**src/hdl/omc_pkg.sv**
```systemverilog
// shared constants and types of the operating mode controller
package omc_pkg;

  // ---------------------------------------------------------------
  // mode select codes
  // ---------------------------------------------------------------
  localparam logic [2:0] MODE_ACTIVE   = 3'h0;
  localparam logic [2:0] MODE_CPU_OFF  = 3'h1;
  localparam logic [2:0] MODE_STANDBY  = 3'h3;
  localparam logic [2:0] MODE_OFF      = 3'h4;
  localparam logic [2:0] MODE_CLK_DISP = 3'h5;
  localparam logic [2:0] MODE_SHUTDOWN = 3'h6;

  // ---------------------------------------------------------------
  // controller states
  // ---------------------------------------------------------------
  typedef enum logic [2:0] {
    ST_ACTIVE  = 3'b000,
    ST_SLEEP   = 3'b001,
    ST_WAKE    = 3'b010,
    ST_SERVICE = 3'b011,
    ST_DEEP    = 3'b100,
    ST_RESTART = 3'b101
  } omc_state_t;

  // ---------------------------------------------------------------
  // timing
  // ---------------------------------------------------------------
  localparam int CLK_MHZ           = 25;
  localparam int WAKE_STANDBY_US   = 10;
  localparam int WAKE_DEEP_US      = 150;
  localparam int WAKE_STANDBY_CYC  = WAKE_STANDBY_US * CLK_MHZ;
  localparam int WAKE_DEEP_CYC     = WAKE_DEEP_US * CLK_MHZ;

  // ---------------------------------------------------------------
  // enable vector bit positions
  // ---------------------------------------------------------------
  localparam int EN_MCLK = 0;
  localparam int EN_HF   = 1;
  localparam int EN_LF   = 2;
  localparam int EN_FRAM = 3;
  localparam int EN_RAM  = 4;
  localparam int EN_CORE = 5;
  localparam int EN_BKP  = 6;
  localparam int EN_HOLD = 7;
  localparam int EN_W    = 8;

  localparam logic [EN_W-1:0] EN_RESET = 8'h7F;

  // ---------------------------------------------------------------
  // backup storage
  // ---------------------------------------------------------------
  localparam int BKP_BYTES = 32;
  localparam int BKP_AW    = 5;
  localparam int BKP_DW    = 8;

endpackage : omc_pkg

```
**src/hdl/omc_backup_mem.sv**
```systemverilog
// retained backup storage with registered read data
`timescale 1ns/100ps
module omc_backup_mem #(
  parameter int DEPTH = omc_pkg::BKP_BYTES,
  parameter int AW    = omc_pkg::BKP_AW,
  parameter int DW    = omc_pkg::BKP_DW
) (
  input  wire logic          clk_i,
  input  wire logic          srst_i,
  input  wire logic          clear_i,
  input  wire logic          wr_i,
  input  wire logic [AW-1:0] addr_i,
  input  wire logic [DW-1:0] wdata_i,
  output logic      [DW-1:0] rdata_o
);

  generate
    if (DEPTH > (2 ** AW) || DEPTH < 1) begin : g_bad_depth
      $error("backup depth does not fit the address width");
    end
  endgenerate

  typedef struct packed {
    logic [DEPTH-1:0][DW-1:0] mem;
    logic [DW-1:0]            rdata;
  } omc_mem_reg_t;

  omc_mem_reg_t r;
  omc_mem_reg_t next_r;

  // ---------------------------------------------------------------
  // storage update
  // ---------------------------------------------------------------
  always_comb begin
    next_r = r;
    if (clear_i) begin
      next_r.mem = '0;
    end else if (wr_i && (int'(addr_i) < DEPTH)) begin
      next_r.mem[addr_i] = wdata_i;
    end
    if (int'(addr_i) < DEPTH) begin
      next_r.rdata = r.mem[addr_i];
    end else begin
      next_r.rdata = '0;
    end
  end

  always_ff @(posedge clk_i) begin
    if (srst_i) begin
      r <= '0;
    end else begin
      r <= next_r;
    end
  end

  assign rdata_o = r.rdata;

endmodule : omc_backup_mem

```
**src/hdl/omc_mode_ctrl.sv**
```systemverilog
// operating mode controller: mode sequencing, gating, backup storage
//
// Function
// - one active state, software-selected low-power states
// - any interrupt wakes cpu-off and standby states
// - handler return re-enters the previous low-power state unless stay_active_i is set
// - deep states switch off core supply
// - one 32-byte backup register, peripheral space
`timescale 1ns/100ps
module omc_mode_ctrl #(
  parameter int CNT_W = 12
) (
  input  wire logic                        clk_i,
  input  wire logic                        srst_i,
  input  wire logic                        sleep_req_i,
  input  wire logic [2:0]                  mode_sel_i,
  input  wire logic                        irq_i,
  input  wire logic                        reti_i,
  input  wire logic                        stay_active_i,
  input  wire logic                        io_wake_i,
  input  wire logic                        rtc_wake_i,
  input  wire logic                        bkp_wr_i,
  input  wire logic [omc_pkg::BKP_AW-1:0]  bkp_addr_i,
  input  wire logic [omc_pkg::BKP_DW-1:0]  bkp_wdata_i,
  output logic      [omc_pkg::BKP_DW-1:0]  bkp_rdata_o,
  output logic      [2:0]                  mode_o,
  output logic                             cpu_run_o,
  output logic                             mclk_en_o,
  output logic                             hf_clk_en_o,
  output logic                             lf_clk_en_o,
  output logic                             fram_en_o,
  output logic                             ram_en_o,
  output logic                             core_pwr_en_o,
  output logic                             bkp_pwr_en_o,
  output logic                             io_hold_o,
  output logic                             wake_o,
  output logic                             boot_o
);

  generate
    if (omc_pkg::WAKE_DEEP_CYC > (2 ** CNT_W) ||
        omc_pkg::WAKE_STANDBY_CYC > (2 ** CNT_W)) begin : g_bad_cnt
      $error("wake counter too narrow");
    end
  endgenerate

  typedef struct packed {
    omc_pkg::omc_state_t     st;
    logic [2:0]              mode;
    logic [CNT_W-1:0]        cnt;
    logic [omc_pkg::EN_W-1:0] en;
    logic                    wake;
    logic                    boot;
    logic                    io_s1;
    logic                    io_s2;
    logic                    rtc_s1;
    logic                    rtc_s2;
  } omc_reg_t;

  omc_reg_t r;
  omc_reg_t next_r;

  // ---------------------------------------------------------------
  // mode decode helpers
  // ---------------------------------------------------------------
  function automatic logic omc_mode_ok(input logic [2:0] m);
    case (m)
      omc_pkg::MODE_CPU_OFF,
      omc_pkg::MODE_STANDBY,
      omc_pkg::MODE_OFF,
      omc_pkg::MODE_CLK_DISP,
      omc_pkg::MODE_SHUTDOWN: omc_mode_ok = 1'b1;
      default:                omc_mode_ok = 1'b0;
    endcase
  endfunction : omc_mode_ok

  function automatic logic omc_is_deep(input logic [2:0] m);
    omc_is_deep = (m == omc_pkg::MODE_CLK_DISP) ||
                  (m == omc_pkg::MODE_SHUTDOWN);
  endfunction : omc_is_deep

  function automatic logic omc_wake_ok(input logic [2:0] m,
                                       input logic       irq,
                                       input logic       io,
                                       input logic       rtc);
    case (m)
      omc_pkg::MODE_CPU_OFF,
      omc_pkg::MODE_STANDBY:  omc_wake_ok = irq | io | rtc;
      omc_pkg::MODE_OFF,
      omc_pkg::MODE_SHUTDOWN: omc_wake_ok = io;
      omc_pkg::MODE_CLK_DISP: omc_wake_ok = io | rtc;
      default:                omc_wake_ok = 1'b0;
    endcase
  endfunction : omc_wake_ok

  function automatic logic [omc_pkg::EN_W-1:0] omc_mode_en(
      input logic [2:0] m);
    logic [omc_pkg::EN_W-1:0] e;
    e = '0;
    case (m)
      omc_pkg::MODE_ACTIVE: begin
        e = omc_pkg::EN_RESET;
      end
      omc_pkg::MODE_CPU_OFF: begin
        e[omc_pkg::EN_HF]   = 1'b1;
        e[omc_pkg::EN_LF]   = 1'b1;
        e[omc_pkg::EN_FRAM] = 1'b1;
        e[omc_pkg::EN_RAM]  = 1'b1;
        e[omc_pkg::EN_CORE] = 1'b1;
        e[omc_pkg::EN_BKP]  = 1'b1;
      end
      omc_pkg::MODE_STANDBY: begin
        e[omc_pkg::EN_LF]   = 1'b1;
        e[omc_pkg::EN_RAM]  = 1'b1;
        e[omc_pkg::EN_CORE] = 1'b1;
        e[omc_pkg::EN_BKP]  = 1'b1;
        e[omc_pkg::EN_HOLD] = 1'b1;
      end
      omc_pkg::MODE_OFF: begin
        e[omc_pkg::EN_RAM]  = 1'b1;
        e[omc_pkg::EN_CORE] = 1'b1;
        e[omc_pkg::EN_BKP]  = 1'b1;
        e[omc_pkg::EN_HOLD] = 1'b1;
      end
      omc_pkg::MODE_CLK_DISP: begin
        e[omc_pkg::EN_LF]   = 1'b1;
        e[omc_pkg::EN_BKP]  = 1'b1;
        e[omc_pkg::EN_HOLD] = 1'b1;
      end
      omc_pkg::MODE_SHUTDOWN: begin
        e[omc_pkg::EN_HOLD] = 1'b1;
      end
      default: begin
        e = omc_pkg::EN_RESET;
      end
    endcase
    omc_mode_en = e;
  endfunction : omc_mode_en

  // ---------------------------------------------------------------
  // sequencing
  // ---------------------------------------------------------------
  logic wake_ev;
  logic sleep_go;

  assign wake_ev  = omc_wake_ok(r.mode, irq_i, r.io_s2, r.rtc_s2);
  assign sleep_go = sleep_req_i && omc_mode_ok(mode_sel_i);

  always_comb begin
    next_r        = r;
    next_r.io_s1  = io_wake_i;
    next_r.io_s2  = r.io_s1;
    next_r.rtc_s1 = rtc_wake_i;
    next_r.rtc_s2 = r.rtc_s1;
    next_r.wake   = 1'b0;
    next_r.boot   = 1'b0;
    case (r.st)
      omc_pkg::ST_ACTIVE: begin
        next_r.mode = omc_pkg::MODE_ACTIVE;
        next_r.en   = omc_mode_en(omc_pkg::MODE_ACTIVE);
        if (sleep_go) begin
          next_r.mode = mode_sel_i;
          next_r.en   = omc_mode_en(mode_sel_i);
          if (omc_is_deep(mode_sel_i)) begin
            next_r.st = omc_pkg::ST_DEEP;
          end else begin
            next_r.st = omc_pkg::ST_SLEEP;
          end
        end
      end
      omc_pkg::ST_SLEEP: begin
        if (wake_ev) begin
          if (r.mode == omc_pkg::MODE_CPU_OFF) begin
            next_r.st   = omc_pkg::ST_SERVICE;
            next_r.en   = omc_mode_en(omc_pkg::MODE_ACTIVE);
            next_r.wake = 1'b1;
          end else begin
            next_r.st  = omc_pkg::ST_WAKE;
            next_r.cnt = CNT_W'(omc_pkg::WAKE_STANDBY_CYC - 1);
            next_r.en  = omc_mode_en(omc_pkg::MODE_CPU_OFF);
          end
        end
      end
      omc_pkg::ST_WAKE: begin
        if (r.cnt == '0) begin
          next_r.st   = omc_pkg::ST_SERVICE;
          next_r.en   = omc_mode_en(omc_pkg::MODE_ACTIVE);
          next_r.wake = 1'b1;
        end else begin
          next_r.cnt = r.cnt - 1'b1;
        end
      end
      omc_pkg::ST_SERVICE: begin
        if (reti_i) begin
          if (stay_active_i) begin
            next_r.st   = omc_pkg::ST_ACTIVE;
            next_r.mode = omc_pkg::MODE_ACTIVE;
          end else begin
            next_r.st = omc_pkg::ST_SLEEP;
            next_r.en = omc_mode_en(r.mode);
          end
        end
      end
      omc_pkg::ST_DEEP: begin
        if (wake_ev) begin
          next_r.st  = omc_pkg::ST_RESTART;
          next_r.cnt = CNT_W'(omc_pkg::WAKE_DEEP_CYC - 1);
          next_r.en  = omc_mode_en(omc_pkg::MODE_OFF);
        end
      end
      omc_pkg::ST_RESTART: begin
        if (r.cnt == '0) begin
          next_r.st   = omc_pkg::ST_ACTIVE;
          next_r.mode = omc_pkg::MODE_ACTIVE;
          next_r.en   = omc_mode_en(omc_pkg::MODE_ACTIVE);
          next_r.boot = 1'b1;
        end else begin
          next_r.cnt = r.cnt - 1'b1;
        end
      end
      default: begin
        next_r.st   = omc_pkg::ST_ACTIVE;
        next_r.mode = omc_pkg::MODE_ACTIVE;
        next_r.en   = omc_pkg::EN_RESET;
      end
    endcase
  end

  always_ff @(posedge clk_i) begin
    if (srst_i) begin
      r      <= '0;
      r.st   <= omc_pkg::ST_ACTIVE;
      r.mode <= omc_pkg::MODE_ACTIVE;
      r.en   <= omc_pkg::EN_RESET;
    end else begin
      r <= next_r;
    end
  end

  // ---------------------------------------------------------------
  // backup storage
  // ---------------------------------------------------------------
  logic bkp_clear;
  logic bkp_wr;

  assign bkp_clear = !r.en[omc_pkg::EN_BKP];
  assign bkp_wr    = bkp_wr_i && r.en[omc_pkg::EN_MCLK];

  omc_backup_mem #(
    .DEPTH (omc_pkg::BKP_BYTES),
    .AW    (omc_pkg::BKP_AW),
    .DW    (omc_pkg::BKP_DW)
  ) u_bkp (
    .clk_i   (clk_i),
    .srst_i  (srst_i),
    .clear_i (bkp_clear),
    .wr_i    (bkp_wr),
    .addr_i  (bkp_addr_i),
    .wdata_i (bkp_wdata_i),
    .rdata_o (bkp_rdata_o)
  );

  // ---------------------------------------------------------------
  // outputs
  // ---------------------------------------------------------------
  assign mode_o        = r.mode;
  assign cpu_run_o     = r.en[omc_pkg::EN_MCLK];
  assign mclk_en_o     = r.en[omc_pkg::EN_MCLK];
  assign hf_clk_en_o   = r.en[omc_pkg::EN_HF];
  assign lf_clk_en_o   = r.en[omc_pkg::EN_LF];
  assign fram_en_o     = r.en[omc_pkg::EN_FRAM];
  assign ram_en_o      = r.en[omc_pkg::EN_RAM];
  assign core_pwr_en_o = r.en[omc_pkg::EN_CORE];
  assign bkp_pwr_en_o  = r.en[omc_pkg::EN_BKP];
  assign io_hold_o     = r.en[omc_pkg::EN_HOLD];
  assign wake_o        = r.wake;
  assign boot_o        = r.boot;

endmodule : omc_mode_ctrl

```
**config.mk**
```make
export PLATFORM = sky130hd
export DESIGN_NAME = omc_mode_ctrl
export DESIGN_NICKNAME = d
export VERILOG_FILES = /design/src/hdl/omc_pkg.sv /design/src/hdl/omc_backup_mem.sv /design/src/hdl/omc_mode_ctrl.sv
export SDC_FILE = /design/constraint.sdc
export NUM_CORES = 1
export LEC_CHECK = 0
export BUFFER_PORTS_ARGS = -buffer_cell sky130_fd_sc_hd__buf_4
export CAP_MARGIN = 20
export CORE_MARGIN = 2
export CORE_UTILIZATION = 45
export CTS_BUF_LIST = sky130_fd_sc_hd__clkbuf_2 sky130_fd_sc_hd__clkbuf_4 sky130_fd_sc_hd__clkbuf_8
export CTS_CLUSTER_SIZE = 14
export DETAILED_ROUTE_END_ITERATION = 7
export HOLD_SLACK_MARGIN = 0.03
export PLACE_DENSITY = 0.69
export SETUP_SLACK_MARGIN = 0.2
export SLEW_MARGIN = 20
export SYNTH_ARGS = -nofsm -noshare
export SYNTH_HDL_FRONTEND = slang
export SYNTH_SLANG_ARGS = --single-unit
```
**constraint.sdc**
```tcl
create_clock -name clk_i -period 5.4 [get_ports clk_i]
set_input_delay 0.81 -clock clk_i [delete_from_list [all_inputs] [get_ports clk_i]]
set_output_delay 0.81 -clock clk_i [all_outputs]
set_load 0.01 [all_outputs]
```
# ---- Word-level counts from Yosys, hierarchy flattened
# Index checks and enable logic that the tools add are counted.
dict set report classes {
  n_bitwise 6
  reduce_logical 24
  magnitude_cmp 2
  eq_ne 25
  add_sub_neg 1
  mux 46
}
# operator count
set ops {}
lappend ops {{bitwise mux 256 bit} 1}
lappend ops {{two-way mux 8 bit} 6}
lappend ops {{one-hot mux 8 bit (6 select lines)} 1}
lappend ops {{binary-select mux 8 bit (select 5 bit)} 1}
lappend ops {{demux 8 bit (select 5 bit)} 1}
lappend ops {{one-hot mux 12 bit (3 select lines)} 1}
lappend ops {{== test 3 bit (second input constant)} 8}
lappend ops {{two-way mux 12 bit} 2}
lappend ops {{two-way mux 21 bit} 1}
lappend ops {{two-way mux 20 bit} 1}
lappend ops {{inequality test 2 bit (second input constant)} 10}
lappend ops {{two-way mux 6 bit} 3}
lappend ops {{one-hot mux 3 bit (6 select lines)} 1}
lappend ops {{two-way mux 1 bit} 16}
lappend ops {{OR reduction 2 bit} 8}
lappend ops {{two-way mux 3 bit} 5}
lappend ops {{== test 3 x 2 -> 1 bit (second input constant)} 4}
lappend ops {{zero test 12 bit} 1}
lappend ops {{one-hot mux 3 bit (4 select lines)} 1}
lappend ops {{AND reduction 6 bit} 2}
lappend ops {{subtractor 12 x 1 -> 12 bit (second input constant)} 1}
lappend ops {{OR reduction 5 bit} 2}
lappend ops {{== test 3 x 1 -> 1 bit (second input constant)} 3}
lappend ops {{two-way mux 9 bit} 1}
lappend ops {{15 further kinds} 23}
dict set report word_totals {
  output_inout_bits 22
  word_cells 147
  in_bits 25
  reg_bits 296
}

# ---- Longest topological paths before layout
dict set report depth {
  word_depth 6
  mapped_depth 8
  ltp_nobuf 7
}

# ---- Cells and area by module
# From an unflattened synthesis, not the netlist that was laid out.
dict set report unflattened {
  cells_unflattened 1651
  hier_area_um2 13888.3
}
# mod n_inst area_each_um2 seq_area_each_um2 cells_per_inst
set by_module_without_submodules {}
lappend by_module_without_submodules {omc_backup_mem 1 11730.0 5285.1 1385}
lappend by_module_without_submodules {omc_mode_ctrl 1 2158.3 600.6 266}

# ---- Least setup slack after synthesis
# OpenSTA, ideal clock, no wires.
dict set report synth_timing {
  path_type {input port to flip-flop}
  from {input irq_i}
  to {register r[24] in the netlist's numbering}
  arrival_ns 2.193
  path_slack_ns 3.088
  path_stages 6
  setup_time_ns 0.119
  path_buffers 1
  path_cell_list {o31a_1 > o22ai_1 > buf_2 > o22a_2 > mux2_1 > o221a_1}
}
dict set report synth_between {
  elab_chain_len 5
  word_cells_on_any_way 6
}
# item line
set synth_rtl {}
lappend synth_rtl {{start, declared} omc_mode_ctrl.sv:17} ;# input wire logic irq_i,
lappend synth_rtl {{bitwise OR 1 bit * (2 in a row)} omc_mode_ctrl.sv:88} ;# omc_pkg::MODE_STANDBY: omc_wake_ok = irq | io | rtc;
lappend synth_rtl {{one-hot mux 1 bit (3 select lines) *} omc_mode_ctrl.sv:86} ;# case (m)
lappend synth_rtl {{inequality test 2 bit (no line)} n/a}
lappend synth_rtl {{AND reduction 5 bit (no line) *} n/a}
lappend synth_rtl {{end signal, assigned} omc_mode_ctrl.sv:236} ;# r <= next_r;
lappend synth_rtl {{end, declared} omc_mode_ctrl.sv:60} ;# omc_reg_t r;
# Mark *: on every way between the ends. The rest lies on a longest branch, timed or not.
# A chain may end at the register's enable or synchronous reset.

# ---- Worst setup path in the final report
dict set report layout_timing {
  from {input bkp_addr_i[0] in the netlist's numbering}
  to {register u_bkp.r[257] in the netlist's numbering}
}
dict set report layout_between {
  elab_chain_len 5
  word_cells_on_any_way 6
}
# item line
set layout_rtl {}
lappend layout_rtl {{start, declared} omc_mode_ctrl.sv:23} ;# input wire logic [omc_pkg::BKP_AW-1:0] bkp_addr_i,
lappend layout_rtl {{less-than comparator 5 x 6 -> 1 bit (not written as such) / greater-or-equal comparator 5 x 1 -> 1 bit (equally long branches)} omc_backup_mem.sv:39} ;# next_r.mem[addr_i] = wdata_i;
lappend layout_rtl {{logical AND 1 bit (not written as such)} omc_backup_mem.sv:39}
lappend layout_rtl {{two-way mux 8 bit (not written as such)} omc_backup_mem.sv:39}
lappend layout_rtl {{demux 8 bit (select 5 bit) *} n/a}
lappend layout_rtl {{bitwise mux 256 bit *} omc_backup_mem.sv:39}
lappend layout_rtl {{end signal, assigned} omc_backup_mem.sv:52} ;# r <= next_r;
lappend layout_rtl {{end, declared} omc_backup_mem.sv:28} ;# omc_mem_reg_t r;
# Marked as above.

==> flow_summary.json <==
{
  "syn-cell-area_mm2": 0.0135,
  "cp_max_fo": 39,
  "grt_pass1_vias": 9854,
  "slew_violations": 0,
  "io_buffers": 46,
  "final_cell_mix": "dfxtp_1, nor2_1, mux2i_1",
  "cpMaxStageDelayCell": "buf_4",
  "reg2reg_to": "r[24]",
  "area_growth_pct": 10.2,
  "antenna_found_initial": 0,
  "die_y_um": 177,
  "required_ns": 5.85,
  "synthTopCellsByArea": "dfxtp_1, mux2i_1, mux4_2",
  "finalPower_mw": 4.86,
  "dpl.cell_count": 1668,
  "cp.arrival_ns": 3.37,
  "synthesis.nets": 1375,
  "finalCriticalPeriod_ns": 2.92,
  "cts_sinks": 294,
  "numCtsBuffers": 49,
  "root_buffer": "clkbuf_8",
  "clk_pin_slew_ns": 0.06,
  "dieArea_mm2": 0.0314,
  "drive_gt1_share_pct": 17.1,
  "antenna_left": 0,
  "vias_per_cell": 5.81,
  "grt_max_degree": 103,
  "synth_edf_count": 0,
  "setup_viol": 0,
  "hpwl_um": 20900,
  "hold_depth": 1,
  "dpl_cell_area_mm2": 0.0138,
  "ys_seq_elements": 294,
  "wl_um": 34300,
  "dr.pass1.iters": 5,
  "min_path_type": "flop to flop",
  "cts_tree": "yes",
  "clk-insertion-delay-late_ns": 0.59,
  "p_leak_nw": 4.96,
  "hold-path-endpoint": "r[2]",
  "nNetsFinal": 1355,
  "coreArea_mm2": 0.0296,
  "p_per_area_mw_per_mm2": 327,
  "reg2regPathDepth": 5,
  "diodes": 0,
  "num_rows": 63,
  "critPathCaptureType": "flop",
  "drc": 0,
  "wl_per_cell_um": 19.6,
  "die_x_um": 177,
  "skew_ns": 0.0351,
  "htree_levels": 2,
  "cts_resized": 0,
  "cap_violations": 0,
  "hold_violations": 0,
  "cpMostUsedCell": "buf_4",
  "vias": 10171,
  "path_class": "primary input to flop",
  "yosys_warnings": 0,
  "rsz0062_at_grt": "no",
  "relSlewSlack_pct": 36.1,
  "initial_core_util_pct": 45.7,
  "grtUsageTotal_pct": 21.9,
  "cts.hold.buffers_added": 0,
  "status": "finished clean",
  "overflow": 0,
  "seq_area_frac_synth_pct": 43.6,
  "first_iter_violations": 942,
  "synth_top_cell_area_share_pct": 43.6,
  "synth_cell_type_count": 75,
  "ir_worst_vdd_v": 0.000162,
  "stdcell_count": 1750,
  "crit_chain": "buf_4 -> buf_4 -> nand4_4 -> nor2_2 -> mux2i_1 -> nor2_1",
  "io_pins": 47,
  "holdCritStartpoint": "next_r[2]",
  "synth_area_leader_cell": "dfxtp_1",
  "layout_commonest_cell": "dfxtp_1",
  "place_congestion": 0.848,
  "cts.path.max_buffers": 3,
  "reg2reg_from": "r[31]",
  "worst_slew_pin_slew_ns": 0.959,
  "max_freq_mhz": 342,
  "synth_cells": 1349,
  "start_kind": "primary input",
  "final_area_mm2": 0.0149,
  "avgSynthCellArea_um2": 10.0,
  "grt_pass1_wl_um": 54300,
  "synth_flop_cell": "dfxtp_1",
  "synthArstFlopShare_pct": 0,
  "cts_setup_buffers": 0,
  "fin_tns_setup_ns": 0,
  "rrSetupSlack_ns": 2.54,
  "worst_path_largest_cell_delay_ns": 0.64,
  "finalCritPeriodShare_pct": 54.1
}
## state kept, by name (all words and copies together), names as in the netlist, 2 cells and up
| signal | flops |
|---|---|
| next_r | 2 |
| r | 17 |
| u_bkp.r | 256 |
| mode_o | 3 |
| u_bkp.rdata_o | 8 |
## worst max path at each step
stage	startpoint	end	slack [ns]
final	bkp_addr_i[0]	u_bkp.r[257]	2.48
after global routing	bkp_addr_i[0]	u_bkp.r[71]	2.25
after global placement	bkp_addr_i[0]	u_bkp.r[69]	1.86
after CTS	bkp_addr_i[0]	u_bkp.r[64]	2.46
after detailed placement	bkp_addr_i[0]	u_bkp.r[64]	1.84
after floorplan	irq_i	r[24]	3.09
## cells by family (layout without fill, tap and decap cells)
| kind of cell | Yosys count | after routing | share of synthesized area (%) |
|---|---|---|---|
| XOR/XNOR | 3 | 3 | 0.195 |
| buffers and inverters | 140 | 151 | 5.10 |
| multiplexers | 266 | 266 | 26.0 |
| flip-flops | 294 | 294 | 43.6 |
| adder cells (fa/ha/maj) | 1 | 1 | 0.0927 |
| AO/OA/AOI/OAI | 181 | 181 | 9.01 |
| AND/OR/NAND/NOR | 464 | 464 | 16.0 |
## per-stage QoR
step / hold slack [ns] / setup slack, ns / util [%]
2_1_floorplan: 0.414 / 3.09 / -
3_3_place_gp: 0.420 / 1.86 / 46.7
3_5_place_dp: 0.434 / 1.84 / 46.7
4_1_cts: 0.437 / 2.46 / 50.3
5_1_grt: 0.442 / 2.25 / 50.3
6_report: 0.441 / 2.48 / 50.3
## critical path: cells and delay by family
| kind | cells | cell delay (ns) |
|---|---|---|
| buffers and inverters | 2 | 1.20 |
| multiplexers | 1 | 0.26 |
| AND/OR/NAND/NOR | 3 | 1.05 |
## cells in the mapped netlist, drive strengths merged, types with 4 or more instances
library cell  count
a211oi            7
nor4              6
o21ai             5
mux4             64
a22o             10
nand2            92
dfxtp           294
o32ai             4
nor2            240
nor2b             5
and3              4
nor3b             4
mux2i           200
a221oi           11
nor3             11
clkbuf           84
inv              11
o22ai             4
nand3            72
nand2b            5
buf              45
a31oi            14
a21oi            79
a22oi            17
## where the power goes
group	internal (mW)	total [mW]	switching, mW
registers	2.21	2.25	0.0479
clock network	1.23	2.13	0.899
logic	0.169	0.474	0.305
## area by class of cell
class | instances | area [µm²]
fill | 2688 | 14700
clock inverter | 10 | 138
sequential | 294 | 5890
inverter | 11 | 41.3
timing repair buffer | 58 | 448
clock buffer | 72 | 922
tap | 390 | 488
multi-input combinational | 915 | 6950
## metal layers
| layer | up-vias | global-route usage (%) | wire, µm |
|---|---|---|---|
| li1 | 4770 | - | - |
| met1 | 4981 | 29.1 | 15100 |
| met2 | 330 | 35.2 | 15900 |
| met3 | 90 | 3.82 | 2020 |
| met4 | 0 | 9.16 | 1310 |
| met5 | - | 0 | 0 |
Note: power is estimated with default switching activity, not from simulation.
